## src/flash_cmd_defines.svh

```systemverilog
// Opcodes, field positions, reset values and encodings of the command block.
`ifndef FLASH_CMD_DEFINES_SVH
`define FLASH_CMD_DEFINES_SVH

`define OP_WR_EN      8'h06
`define OP_VOL_WR_EN  8'h50
`define OP_BANK_RD    8'h16
`define OP_BANK_WR    8'h17
`define OP_ENTER_4B   8'hB7
`define OP_EXIT_4B    8'hE9
`define OP_RST_EN     8'h66
`define OP_RST        8'h99
`define OP_STAT_RD    8'h05
`define OP_STAT_WR    8'h01
`define OP_READ       8'h03
`define OP_READ_4B    8'h13

`define BANK_MODE_BIT 7
`define BANK_RESET    8'h00
`define STAT_RESET    8'h00
`define STAT_WEL_BIT  1

`define LANES_ONE     2'h0
`define LANES_TWO     2'h1
`define LANES_FOUR    2'h2

// Supported features read as one: 4-byte entry, exit, bank, reset, 4B set.
`define CAPS_WORD     8'h1F

`endif

```

## src/flash_cmd_pkg.sv

```systemverilog
// Types shared by the command block and its pin front end.
package flash_cmd_pkg;

   typedef enum logic [2:0] {
      S_IDLE = 3'h0,
      S_CMD  = 3'h1,
      S_ADDR = 3'h2,
      S_DIN  = 3'h3,
      S_DOUT = 3'h4,
      S_END  = 3'h5,
      S_SKIP = 3'h6
   } state_t;

   typedef struct packed {
      logic       cs_n;
      logic       cs_rise;
      logic       sck_rise;
      logic       sck_fall;
      logic [3:0] io;
      logic [1:0] lanes;
   } pins_t;

endpackage : flash_cmd_pkg

```

## src/flash_cmd.sv

```systemverilog
// Serial flash command interpreter for addressing, bank, reset and status.
// Behaviour
// - Bank top bit set: 4-byte addresses, bank ignored.
// - 16h reads bank, 17h writes one byte.
// - Top bit clear: bank bits form A30..A24.
// - E9h leaves 4-byte mode, no write enable.
// - Reset only on 66h followed by 99h.
// - Reset pair accepted on one, two, four lines.
// - Non-volatile status write needs prior 06h.
// - 50h enables volatile status overriding non-volatile.
// - Dedicated 4-byte read ignores address mode.
// - Capability bits read zero under reset, then one when supported.
// - B7h enters 4-byte mode, no write enable.
`include "flash_cmd_defines.svh"

module flash_cmd (
   // Clock and reset
   input  wire logic        REF_CLK_IN,
   input  wire logic        NRST_IN,
   // Serial link
   input  wire logic        SPI_CS_N_IN,
   input  wire logic        SPI_SCK_IN,
   input  wire logic [3:0]  SPI_IO_IN,
   output logic      [3:0]  SPI_IO_OUT,
   output logic      [3:0]  SPI_IO_OE_OUT,
   // Interface width of the current operating mode
   input  wire logic [1:0]  LANE_MODE_IN,
   // Decoded address towards the array
   output logic      [31:0] ADDR_OUT,
   output logic             ADDR_STB_OUT,
   // Block state
   output logic      [7:0]  BANK_OUT,
   output logic      [7:0]  STATUS_OUT,
   output logic             STATUS_VOL_OUT,
   output logic             WEL_OUT,
   output logic             SOFT_RST_OUT,
   output logic      [7:0]  CAPS_OUT
);

   flash_cmd_pkg::pins_t  pins;
   flash_cmd_pkg::state_t state_ff, nxt_state;

   logic [7:0]  sh_ff, nxt_sh, out_ff, nxt_out, op_ff, nxt_op;
   logic [7:0]  data_ff, nxt_data, bank_ff, nxt_bank;
   logic [7:0]  stat_nv_ff, nxt_stat_nv, stat_vol_ff, nxt_stat_vol;
   logic [23:0] asr_ff, nxt_asr;
   logic [31:0] addr_ff, nxt_addr;
   logic [3:0]  cnt_ff, nxt_cnt, io_ff, nxt_io, oe_ff, nxt_oe, wid;
   logic [2:0]  abytes_ff, nxt_abytes;
   logic [1:0]  nb_ff, nxt_nb;
   logic        a4_ff, nxt_a4, wel_ff, nxt_wel, vwel_ff, nxt_vwel;
   logic        vact_ff, nxt_vact, rsten_ff, nxt_rsten;
   logic        stb_ff, nxt_stb, srst_ff, nxt_srst;
   logic        byte_done;
   logic [7:0]  shin, stat_act;

   pin_sampler u_pins (
      .clk_in   (REF_CLK_IN),
      .rst_n_in (NRST_IN),
      .cs_n_in  (SPI_CS_N_IN),
      .sck_in   (SPI_SCK_IN),
      .io_in    (SPI_IO_IN),
      .lanes_in (LANE_MODE_IN),
      .pins_out (pins)
   );

   // Bits moved per clock edge for the active interface width.
   function automatic logic [3:0] lane_width(input logic [1:0] l);
      unique case (l)
         `LANES_ONE:  lane_width = 4'h1;
         `LANES_TWO:  lane_width = 4'h2;
         default:     lane_width = 4'h4;
      endcase
   endfunction

   function automatic logic [7:0] shift_in(input logic [7:0] s,
                                          input logic [3:0] io,
                                          input logic [1:0] l);
      unique case (l)
         `LANES_ONE:  shift_in = {s[6:0], io[0]};
         `LANES_TWO:  shift_in = {s[5:0], io[1:0]};
         default:     shift_in = {s[3:0], io[3:0]};
      endcase
   endfunction

   // The volatile copy shadows the stored one once activated.
   assign stat_act = vact_ff ? stat_vol_ff : stat_nv_ff;

   always_comb begin
      nxt_state    = state_ff;
      nxt_sh       = sh_ff;
      nxt_out      = out_ff;
      nxt_op       = op_ff;
      nxt_data     = data_ff;
      nxt_bank     = bank_ff;
      nxt_stat_nv  = stat_nv_ff;
      nxt_stat_vol = stat_vol_ff;
      nxt_asr      = asr_ff;
      nxt_addr     = addr_ff;
      nxt_cnt      = cnt_ff;
      nxt_io       = io_ff;
      nxt_oe       = oe_ff;
      nxt_abytes   = abytes_ff;
      nxt_nb       = nb_ff;
      nxt_a4       = a4_ff;
      nxt_wel      = wel_ff;
      nxt_vwel     = vwel_ff;
      nxt_vact     = vact_ff;
      nxt_rsten    = rsten_ff;
      nxt_stb      = 1'b0;
      nxt_srst     = 1'b0;
      wid          = lane_width(pins.lanes);
      shin         = shift_in(sh_ff, pins.io, pins.lanes);
      byte_done    = (cnt_ff + wid) == 4'h8;
      if (pins.cs_n) begin
         nxt_state = flash_cmd_pkg::S_IDLE;
         nxt_oe    = 4'h0;
         nxt_cnt   = 4'h0;
         // Commands take effect only when the frame closes cleanly.
         if (pins.cs_rise && state_ff != flash_cmd_pkg::S_IDLE) begin
            nxt_rsten = 1'b0;
            if (state_ff == flash_cmd_pkg::S_END) begin
               unique case (op_ff)
                  `OP_WR_EN:     nxt_wel = 1'b1;
                  `OP_VOL_WR_EN: nxt_vwel = 1'b1;
                  `OP_ENTER_4B:  nxt_bank[`BANK_MODE_BIT] = 1'b1;
                  `OP_EXIT_4B:   nxt_bank[`BANK_MODE_BIT] = 1'b0;
                  `OP_RST_EN:    nxt_rsten = 1'b1;
                  `OP_RST: begin
                     if (rsten_ff) begin
                        nxt_srst = 1'b1;
                        nxt_bank = `BANK_RESET;
                        nxt_wel  = 1'b0;
                        nxt_vwel = 1'b0;
                        nxt_vact = 1'b0;
                     end
                  end
                  default: ;
               endcase
            end else if (state_ff == flash_cmd_pkg::S_DIN && nb_ff == 2'h1)
            begin
               if (op_ff == `OP_BANK_WR) begin
                  nxt_bank = data_ff;
               end else if (vwel_ff) begin
                  nxt_stat_vol = data_ff;
                  nxt_vact     = 1'b1;
                  nxt_vwel     = 1'b0;
               end else if (wel_ff) begin
                  nxt_stat_nv = data_ff;
                  nxt_wel     = 1'b0;
               end
            end
         end
      end else if (pins.sck_rise) begin
         if (state_ff == flash_cmd_pkg::S_IDLE) begin
            nxt_state = flash_cmd_pkg::S_CMD;
         end
         nxt_sh  = shin;
         nxt_cnt = byte_done ? 4'h0 : cnt_ff + wid;
         if (byte_done) begin
            unique case (state_ff)
               flash_cmd_pkg::S_IDLE, flash_cmd_pkg::S_CMD: begin
                  nxt_op = shin;
                  unique case (shin)
                     `OP_WR_EN, `OP_VOL_WR_EN, `OP_ENTER_4B,
                     `OP_EXIT_4B, `OP_RST_EN, `OP_RST:
                        nxt_state = flash_cmd_pkg::S_END;
                     `OP_BANK_RD: begin
                        nxt_out   = bank_ff;
                        nxt_state = flash_cmd_pkg::S_DOUT;
                     end
                     `OP_STAT_RD: begin
                        nxt_out = stat_act;
                        nxt_out[`STAT_WEL_BIT] = wel_ff;
                        nxt_state = flash_cmd_pkg::S_DOUT;
                     end
                     `OP_BANK_WR, `OP_STAT_WR: begin
                        nxt_nb    = 2'h0;
                        nxt_state = flash_cmd_pkg::S_DIN;
                     end
                     `OP_READ: begin
                        nxt_a4     = bank_ff[`BANK_MODE_BIT];
                        nxt_abytes = bank_ff[`BANK_MODE_BIT] ? 3'h4 : 3'h3;
                        nxt_state  = flash_cmd_pkg::S_ADDR;
                     end
                     `OP_READ_4B: begin
                        nxt_a4     = 1'b1;
                        nxt_abytes = 3'h4;
                        nxt_state  = flash_cmd_pkg::S_ADDR;
                     end
                     default: nxt_state = flash_cmd_pkg::S_SKIP;
                  endcase
               end
               flash_cmd_pkg::S_ADDR: begin
                  nxt_asr    = {asr_ff[15:0], shin};
                  nxt_abytes = abytes_ff - 3'h1;
                  if (abytes_ff == 3'h1) begin
                     nxt_stb   = 1'b1;
                     nxt_state = flash_cmd_pkg::S_SKIP;
                     if (a4_ff) begin
                        nxt_addr = {asr_ff, shin};
                     end else begin
                        nxt_addr = {1'b0, bank_ff[6:0],
                                    asr_ff[15:0], shin};
                     end
                  end
               end
               flash_cmd_pkg::S_DIN: begin
                  nxt_data = shin;
                  nxt_nb   = (nb_ff == 2'h2) ? 2'h2 : nb_ff + 2'h1;
               end
               flash_cmd_pkg::S_END: nxt_state = flash_cmd_pkg::S_SKIP;
               default: ;
            endcase
         end
      end else if (pins.sck_fall && state_ff == flash_cmd_pkg::S_DOUT) begin
         // The byte rotates so a long read repeats it.
         unique case (pins.lanes)
            `LANES_ONE: begin
               nxt_io  = {2'h0, out_ff[7], 1'b0};
               nxt_oe  = 4'h2;
               nxt_out = {out_ff[6:0], out_ff[7]};
            end
            `LANES_TWO: begin
               nxt_io  = {2'h0, out_ff[7:6]};
               nxt_oe  = 4'h3;
               nxt_out = {out_ff[5:0], out_ff[7:6]};
            end
            default: begin
               nxt_io  = out_ff[7:4];
               nxt_oe  = 4'hF;
               nxt_out = {out_ff[3:0], out_ff[7:4]};
            end
         endcase
      end
   end

   always_ff @(posedge REF_CLK_IN or negedge NRST_IN) begin
      if (!NRST_IN) begin
         state_ff    <= flash_cmd_pkg::S_IDLE;
         sh_ff       <= 8'h00;
         out_ff      <= 8'h00;
         op_ff       <= 8'h00;
         data_ff     <= 8'h00;
         bank_ff     <= `BANK_RESET;
         stat_nv_ff  <= `STAT_RESET;
         stat_vol_ff <= `STAT_RESET;
         asr_ff      <= 24'h000000;
         addr_ff     <= 32'h00000000;
         cnt_ff      <= 4'h0;
         io_ff       <= 4'h0;
         oe_ff       <= 4'h0;
         abytes_ff   <= 3'h0;
         nb_ff       <= 2'h0;
         a4_ff       <= 1'b0;
         wel_ff      <= 1'b0;
         vwel_ff     <= 1'b0;
         vact_ff     <= 1'b0;
         rsten_ff    <= 1'b0;
         stb_ff      <= 1'b0;
         srst_ff     <= 1'b0;
      end else begin
         state_ff    <= nxt_state;
         sh_ff       <= nxt_sh;
         out_ff      <= nxt_out;
         op_ff       <= nxt_op;
         data_ff     <= nxt_data;
         bank_ff     <= nxt_bank;
         stat_nv_ff  <= nxt_stat_nv;
         stat_vol_ff <= nxt_stat_vol;
         asr_ff      <= nxt_asr;
         addr_ff     <= nxt_addr;
         cnt_ff      <= nxt_cnt;
         io_ff       <= nxt_io;
         oe_ff       <= nxt_oe;
         abytes_ff   <= nxt_abytes;
         nb_ff       <= nxt_nb;
         a4_ff       <= nxt_a4;
         wel_ff      <= nxt_wel;
         vwel_ff     <= nxt_vwel;
         vact_ff     <= nxt_vact;
         rsten_ff    <= nxt_rsten;
         stb_ff      <= nxt_stb;
         srst_ff     <= nxt_srst;
      end
   end

   logic [7:0] caps_ff;

   always_ff @(posedge REF_CLK_IN or negedge NRST_IN) begin
      if (!NRST_IN) begin
         caps_ff <= 8'h00;
      end else begin
         caps_ff <= `CAPS_WORD;
      end
   end

   assign SPI_IO_OUT     = io_ff;
   assign SPI_IO_OE_OUT  = oe_ff;
   assign ADDR_OUT       = addr_ff;
   assign ADDR_STB_OUT   = stb_ff;
   assign BANK_OUT       = bank_ff;
   assign STATUS_OUT     = stat_nv_ff;
   assign STATUS_VOL_OUT = vact_ff;
   assign WEL_OUT        = wel_ff;
   assign SOFT_RST_OUT   = srst_ff;
   assign CAPS_OUT       = caps_ff;

   logic fin;
   assign fin = pins.cs_rise;

   bank_write_a: assert property (@(posedge REF_CLK_IN)
      disable iff (!NRST_IN) fin && state_ff == flash_cmd_pkg::S_DIN
      && op_ff == `OP_BANK_WR && nb_ff == 2'h1 |=> BANK_OUT == $past(data_ff))
      else $error("Bank write did not take the data byte.");
   enter_mode_a: assert property (@(posedge REF_CLK_IN)
      disable iff (!NRST_IN) fin && state_ff == flash_cmd_pkg::S_END
      && op_ff == `OP_ENTER_4B |=> BANK_OUT[`BANK_MODE_BIT])
      else $error("Entry opcode left 3-byte mode set.");
   exit_mode_a: assert property (@(posedge REF_CLK_IN)
      disable iff (!NRST_IN) fin && state_ff == flash_cmd_pkg::S_END
      && op_ff == `OP_EXIT_4B |=> !BANK_OUT[`BANK_MODE_BIT])
      else $error("Exit opcode left 4-byte mode set.");
   reset_pair_a: assert property (@(posedge REF_CLK_IN)
      disable iff (!NRST_IN) SOFT_RST_OUT |-> $past(rsten_ff)
      && $past(op_ff) == `OP_RST && BANK_OUT == `BANK_RESET && !WEL_OUT)
      else $error("Soft reset without the enable pair.");
   nv_guard_a: assert property (@(posedge REF_CLK_IN)
      disable iff (!NRST_IN)
      $changed(STATUS_OUT) |-> $past(wel_ff) && !$past(vwel_ff))
      else $error("Stored status changed without write enable.");
   vol_copy_a: assert property (@(posedge REF_CLK_IN)
      disable iff (!NRST_IN)
      $rose(STATUS_VOL_OUT) |-> $past(vwel_ff) && !vwel_ff)
      else $error("Volatile status activated without 50h.");
   bank_addr_a: assert property (@(posedge REF_CLK_IN)
      disable iff (!NRST_IN)
      ADDR_STB_OUT && !a4_ff |-> ADDR_OUT[31:24] == {1'b0, bank_ff[6:0]})
      else $error("3-byte address lost the bank bits.");
   mode_pick_a: assert property (@(posedge REF_CLK_IN)
      disable iff (!NRST_IN) pins.sck_rise && byte_done
      && state_ff == flash_cmd_pkg::S_CMD && shin == `OP_READ
      |=> a4_ff == $past(bank_ff[`BANK_MODE_BIT]))
      else $error("Address width ignored the mode bit.");
   ded_read_a: assert property (@(posedge REF_CLK_IN)
      disable iff (!NRST_IN) pins.sck_rise && byte_done
      && state_ff == flash_cmd_pkg::S_CMD && shin == `OP_READ_4B
      |=> a4_ff && abytes_ff == 3'h4)
      else $error("Dedicated read did not take four bytes.");

endmodule // flash_cmd

```

## src/pin_sampler.sv

```systemverilog
// Two-stage synchronisers and edge finders for the serial pins.
module pin_sampler (
   // Clock and reset
   input  wire logic                 clk_in,
   input  wire logic                 rst_n_in,
   // Raw pins
   input  wire logic                 cs_n_in,
   input  wire logic                 sck_in,
   input  wire logic [3:0]           io_in,
   input  wire logic [1:0]           lanes_in,
   // Sampled view
   output flash_cmd_pkg::pins_t      pins_out
);

   logic [7:0] raw;
   logic [7:0] s1_ff;
   logic [7:0] s2_ff;
   logic [1:0] s3_ff;

   assign raw = {cs_n_in, sck_in, io_in, lanes_in};

   // Chip select idles high so the block starts deselected.
   genvar g;
   generate
      for (g = 0; g < 8; g++) begin : g_sync
         always_ff @(posedge clk_in or negedge rst_n_in) begin
            if (!rst_n_in) begin
               s1_ff[g] <= (g == 7) ? 1'b1 : 1'b0;
               s2_ff[g] <= (g == 7) ? 1'b1 : 1'b0;
            end else begin
               s1_ff[g] <= raw[g];
               s2_ff[g] <= s1_ff[g];
            end
         end
      end
   endgenerate

   always_ff @(posedge clk_in or negedge rst_n_in) begin
      if (!rst_n_in) begin
         s3_ff <= 2'h2;
      end else begin
         s3_ff <= s2_ff[7:6];
      end
   end

   always_comb begin
      pins_out.cs_n     = s2_ff[7];
      pins_out.cs_rise  = s2_ff[7] & ~s3_ff[1];
      pins_out.sck_rise = s2_ff[6] & ~s3_ff[0];
      pins_out.sck_fall = ~s2_ff[6] & s3_ff[0];
      pins_out.io       = s2_ff[5:2];
      pins_out.lanes    = s2_ff[1:0];
   end

endmodule // pin_sampler

```

## config.mk

```make
export PLATFORM = sky130hd
export DESIGN_NAME = flash_cmd
export DESIGN_NICKNAME = d
export VERILOG_FILES = /design/src/flash_cmd_pkg.sv /design/src/flash_cmd.sv /design/src/pin_sampler.sv
export VERILOG_INCLUDE_DIRS = /design/src
export SDC_FILE = /design/constraint.sdc
export NUM_CORES = 1
export LEC_CHECK = 0
export BUFFER_PORTS_ARGS = -buffer_cell sky130_fd_sc_hd__buf_2
export CORE_AREA = 2 2 138 140
export DETAILED_ROUTE_END_ITERATION = 10
export DIE_AREA = 0 0 140 142
export PLACE_DENSITY = 0.63
export RECOVER_POWER = 100
export SLEW_MARGIN = 20
export SYNTH_ARGS = -nofsm -noshare
export SYNTH_HDL_FRONTEND = slang
export SYNTH_SLANG_ARGS = --single-unit
```

## constraint.sdc

```tcl
create_clock -name REF_CLK_IN -period 5.8 [get_ports REF_CLK_IN]
set_clock_uncertainty 0.15 [all_clocks]
set_input_delay 0.29 -clock REF_CLK_IN [delete_from_list [all_inputs] [get_ports REF_CLK_IN]]
set_output_delay 0.29 -clock REF_CLK_IN [all_outputs]
set_load 0.1 [all_outputs]
```

* Yosys cells after proc, flatten, opt, wreduce, memory -nomap -nowiden
Cells that the tools add are included.
** Storage, ports and cells
- Register bits after elaboration :: 157
- Input bits :: 10
** Operators by class
- $add $sub $neg :: 3
- Eq/ne operators :: 43
- Multiplexer cells :: 65
- Bitwise gates (word level) :: 11
- Reductions and logical operators :: 39
** Operators with widths (count)
- $mux W8 :: 9
- $eq A8 B8 Y1 const B :: 6
- $pmux W8 S2 :: 3
- $eq A8 B5 Y1 const B :: 4
- $eq A8 B7 Y1 const B :: 4
- $mux W32 :: 1
- $mux W1 :: 25
- $reduce_and A5 Y1 :: 5
- $eq A8 B3 Y1 const B :: 3
- $mux W4 :: 6
- $reduce_and A6 Y1 :: 4
- $reduce_and A7 Y1 :: 3
- $mux W3 :: 6
- $pmux W3 S2 :: 3
- $reduce_bool A2 Y1 :: 9
- $pmux W4 S2 :: 2
- $pmux W3 S4 :: 1
- $reduce_and A4 Y1 :: 3
- $ne A2 B1 Y1 const B :: 5
- $ne A3 B1 Y1 const B :: 3
- $pmux W3 S3 :: 1
- $eq A8 B1 Y1 const B :: 1
- $eq A8 B2 Y1 const B :: 1
- $not A1 Y1 :: 8
- other kinds (26) :: 45

* Logic depth before layout (Yosys ltp)
- Word-level depth :: 9
- Mapped depth :: 14
- Depth with buffers taken out :: 10

* Modules after synthesis
From an unflattened synthesis, not the netlist that was laid out.
** Unflattened totals
- Cell total of the unflattened synthesis :: 682
- Area, all modules :: 7193.1 um^2
** By module, submodules not included
- flash_cmd :: instances 1, cells each 654, area each 6665.1 um^2, sequential area each 3428.3 um^2
- pin_sampler :: instances 1, cells each 28, area each 528.0 um^2, sequential area each 454.2 um^2

* Worst setup path after synthesis
Ideal clock, no wire load.
- Path type :: flip-flop to flip-flop
- Start :: register u_pins.s2_ff[1] (netlist: u_pins.pins_out[1])
- End :: register addr_ff[0] (netlist: ADDR_OUT[0])
- Setup time :: 0.125 ns
- Data arrival time :: 3.284 ns
- Required time :: 5.525 ns
- Setup slack :: 2.240 ns
- Stages on the path, launching flop included :: 15
- Buffers on the path :: 5
- Period minus slack after synthesis :: 3.560 ns
- Path through :: dfrtp_1 -> buf_2 -> buf_6 -> buf_2 -> buf_1 -> nor2_1 -> ha_1 -> inv_1 -> fa_1 -> xnor2_1 -> nor3b_2 -> nand4_2 -> nor2_1 -> buf_2 -> mux2_2
** Between the ends
- Cells in the longest elaborated chain, start to end :: 5
- Elaborated cells on any way between the ends :: 6
** RTL lines
- start, declared :: line pin_sampler.sv:17 : logic [7:0] s2_ff;
- start signal, assigned by index :: line pin_sampler.sv:29 : s2_ff[g] <= (g == 7) ? 1'b1 : 1'b0;
- start signal, assigned by index :: line pin_sampler.sv:32 : s2_ff[g] <= s1_ff[g];
- $eq A2 B1 Y1 / $logic_not A2 Y1 (equally long branches) :: line flash_cmd.sv:69 : unique case (l)
- $pmux W3 S2 (*) :: line flash_cmd.sv:69
- $add A4 B4 Y4 (*) :: line flash_cmd.sv:114 : byte_done = (cnt_ff + wid) == 4'h8;
- $eq A4 B4 Y1 (*) :: line flash_cmd.sv:114
- $reduce_and A5 Y1 (no line) (*)
- end signal, assigned :: line flash_cmd.sv:272 : addr_ff <= nxt_addr;
- end, declared :: line flash_cmd.sv:47 : logic [31:0] addr_ff, nxt_addr;
Mark *: on every way between the ends. The rest lies on a longest branch, timed or not.
A chain may end at the register's enable or synchronous reset.

* Final worst setup path
- Start :: register u_pins.s2_ff[1] (netlist: u_pins.pins_out[1])
- End :: register out_ff[5]
** Between the ends
- Cells in the longest elaborated chain, start to end :: 7
- Elaborated cells on any way between the ends :: 17
** RTL lines
- parallel branches: the longest is 7 deep, another holds $add A4 B4 Y4
- end signal, assigned :: line flash_cmd.sv:265 : out_ff <= nxt_out;
- end, declared :: line flash_cmd.sv:43 : logic [7:0] sh_ff, nxt_sh, out_ff, nxt_out, op_ff, nxt_op;
Parallel ways; which one is timed is not known. The select of a mux whose other input is x is not followed.

==> flow_summary.toml <==
[outcome]
result_of_the_run = "finished with violations"
violations = "DRC, capacitance limit, slew limit"

[global_route]
grt_pass1_wl_um = 28900
grt_usage = 0.188
global_route_met2_utilization = 0.311
grt_max_degree = 99
use_met1 = 0.246
overflow = 0
global_route.usage.met3 = 0.0441
first_global_vias = 5397
grt_antenna_before_repair = 1
busiest_layer = "met2"

[clock_tree]
cts_inserted_buffers = 17
clock_tree_from_tritoncts = "done"
buffer_depth_of_the_longest_clock_path = 2
clock_sink_count = 155
cts-root-buf = "clkbuf_16"
holdBufCountCts = 9
post_cts_resize_count = 0
clk_pin_slew_worst_paths_ns = 0.06
clock_latency_ns = 0.43
h_tree_lvl_count = 4
cts_setup_buffers = 0

[sta]
final-hold-violation-count = 0
max_slew_margin_vs_limit = -0.639
timing.final.crit_period_ns = 4.80
finalHoldWorstSlack_ns = 0.200
unrepaired_setup_endpoints_after_global_routing = "false"
layout_worst_path_cycle_share = 0.828
setup_total_negative_slack_ns = 0
worst_tran_pin_value_ns = 2.46
slew_violations = 111
finalSetupViolCount = 0
fmax_mhz = 208
final_critical_path_setup_slack_ns = 0.995

[final_layout]
drive_above_1_share = 0.202
commonest_cells_after_routing_fill_and_taps_aside = "dfrtp_1 (152), mux2_2 (84), clkbuf_1 (67)"
area.growth.synth_to_final_pct = 15.9
finalNetCount = 726
mostFrequentLayoutCell = "dfrtp_1"
final_util = 0.456
n_antenna_cell = 0

[routing]
postRouteAntennaNets = 0
vias = 5289
wirelength_um = 17700
vias_per_cell = 5.54
violation_count_after_the_first_detailed_route_iteration = 357
number_of_drc_violations_after_detailed_routing = 5
routed_wire_length_per_instance_um = 18.6
drt_pre_antenna_iters = 10

[synthesis]
yosys_most_used_dff = "dfrtp_1"
ys_seq_elements = 155
syn-instance-count = 635
synth.yosys.warnings = 0
ffs_w_async_s_r_synth = 1.00
ys_types = 70
synth_area_per_cell_um2 = 11.4
synth-edff-count = 0
post-synth-top-area-fraction = 0.523
largest_cells_by_area_after_synthesis = "dfrtp_1 (52%), mux2_2 (13%), mux2i_1 (3.3%)"
biggest_area_consumer_among_synthesized_cells = "dfrtp_1"
synthesis.area_um2 = 7270
seq_area_frac_synth = 0.534

[power]
power-per-cell-area_nw_per_um2 = 310
power.share.switching = 0.252
switching_power_w = 0.000658
seq_power_share = 0.436
vdd.ir_drop.worst_mv = 0.209
comb_power_share = 0.084
power_report.internal_total_w = 0.00195
power.leakage_nw = 3.80
clock_power_share = 0.480

[setup_path]
start_kind = "flop"
critical_path_arrival_ns = 4.96
timing_worst_setup_path_type = "reg2reg"
setup.worst_path.end_class = "flop"
cp_max_fo = 25
worstPathRequired_ns = 5.96

[floorplanning]
die_width_um = 140
start_util = 0.394
die_height_um = 142
num_rows = 50
design.die.area_um2 = 19900
pin_count = 78
core_um2 = 18500

[placement]
worst_case_setup_slack_after_placement_ns = 1.31
finalWeightedCongestion = 0.868
port_buffers = 74
post_dp_hpwl_um = 12400

[worst_hold_path]
hp-class = "reg2reg"

[run]
cap_violations = 2
power groups by stage:
stage                     registers [W]  clock network, W  logic [W]
after floorplan                 0.00115                 0   0.000153
after global placement          0.00115                 0   0.000216
after detailed placement        0.00116                 0   0.000219
after CTS                       0.00114           0.00128   0.000225
after global routing            0.00114           0.00133   0.000239
final                           0.00114           0.00125   0.000219
flip-flops by register name, indices dropped and copies added, names as in the netlist, 8 cells and up:
| signal | cells |
|---|---|
| ADDR_OUT | 32 |
| asr_ff | 24 |
| BANK_OUT | 8 |
| STATUS_OUT | 8 |
| data_ff | 8 |
| op_ff | 8 |
| out_ff | 8 |
| u_pins.s1_ff | 8 |
critical path, cell delays in order, from the launching register on:
cell	delay, ns
dfrtp_1	0.86
clkbuf_1	0.72
o21ai_0	0.69
nor4_4	0.80
nand4_2	0.19
a21oi_1	0.83
mux2_2	0.42
per-stage QoR:
step / instance area, um2 / power (W) / cells
6_report: 8420 / 0.00261 / 955
2_1_floorplan: 7280 / 0.00130 / 637
5_1_grt: 8420 / 0.00271 / 955
3_5_place_dp: 7790 / 0.00138 / 914
4_1_cts: 8560 / 0.00264 / 955
3_3_place_gp: 7790 / 0.00137 / 914
cells in the mapped netlist, types with 5 or more instances:
master      n
clkbuf_1   14
and3_1      9
a22o_1     10
a21oi_1    26
inv_1      19
buf_4       9
dfrtp_1   152
nor2b_1     6
nor4_1     11
nor3_1     10
buf_2       9
o21a_1      6
o21ai_0    45
nand3_1     8
mux2_2     84
o31ai_1     8
ha_1        7
nor2_1     31
nand2_1    53
a31o_2      5
mux2i_1    24
area by class of cell:
cell class,instances,area [um2]
Tap cell,234,293
Timing Repair Buffer,90,422
Inverter,19,71.3
Multi-Input combinational cell,425,3080
Sequential cell,155,3880
Fill cell,1714,10000
Clock inverter,14,231
Clock buffer,18,439
path summary, 6_finish.rpt:
check	from	endpoint	slack, ns	cells past startpoint
max in group asynchronous	NRST_IN	cnt_ff[3]$_DFFE_PN0N_	2.04	3
max	u_pins.pins_out[1]$_DFF_PN0_	out_ff[5]$_DFFE_PN0P_	1.0	6
min	u_pins.s1_ff[3]$_DFF_PN0_	u_pins.pins_out[3]$_DFF_PN0_	0.20	0
max reg2reg	u_pins.pins_out[1]$_DFF_PN0_	out_ff[5]$_DFFE_PN0P_	1.0	6
min in group asynchronous	NRST_IN	SPI_IO_OE_OUT[1]$_DFFE_PN0P_	1.02	2
min reg2reg	u_pins.s1_ff[3]$_DFF_PN0_	u_pins.pins_out[3]$_DFF_PN0_	0.20	0
cells by family after synthesis:
group / Yosys count / synth area share
DFF: 155 / 0.534
buffers and inverters: 57 / 0.0387
and+or+nand+nor: 162 / 0.118
AOI/OAI and AO/OA: 138 / 0.124
other: 2 / 0.00103
adders and majority gates: 8 / 0.0148
muxes: 109 / 0.165
xor gates and xnor gates: 4 / 0.00482
layer usage:
metal	wire length, um	vias up
li1	-	2438
met1	8010	2679
met2	8640	150
met3	857	22
met4	230	0
met5	0	-
No activity file was read; power rests on OpenSTA's default activity.
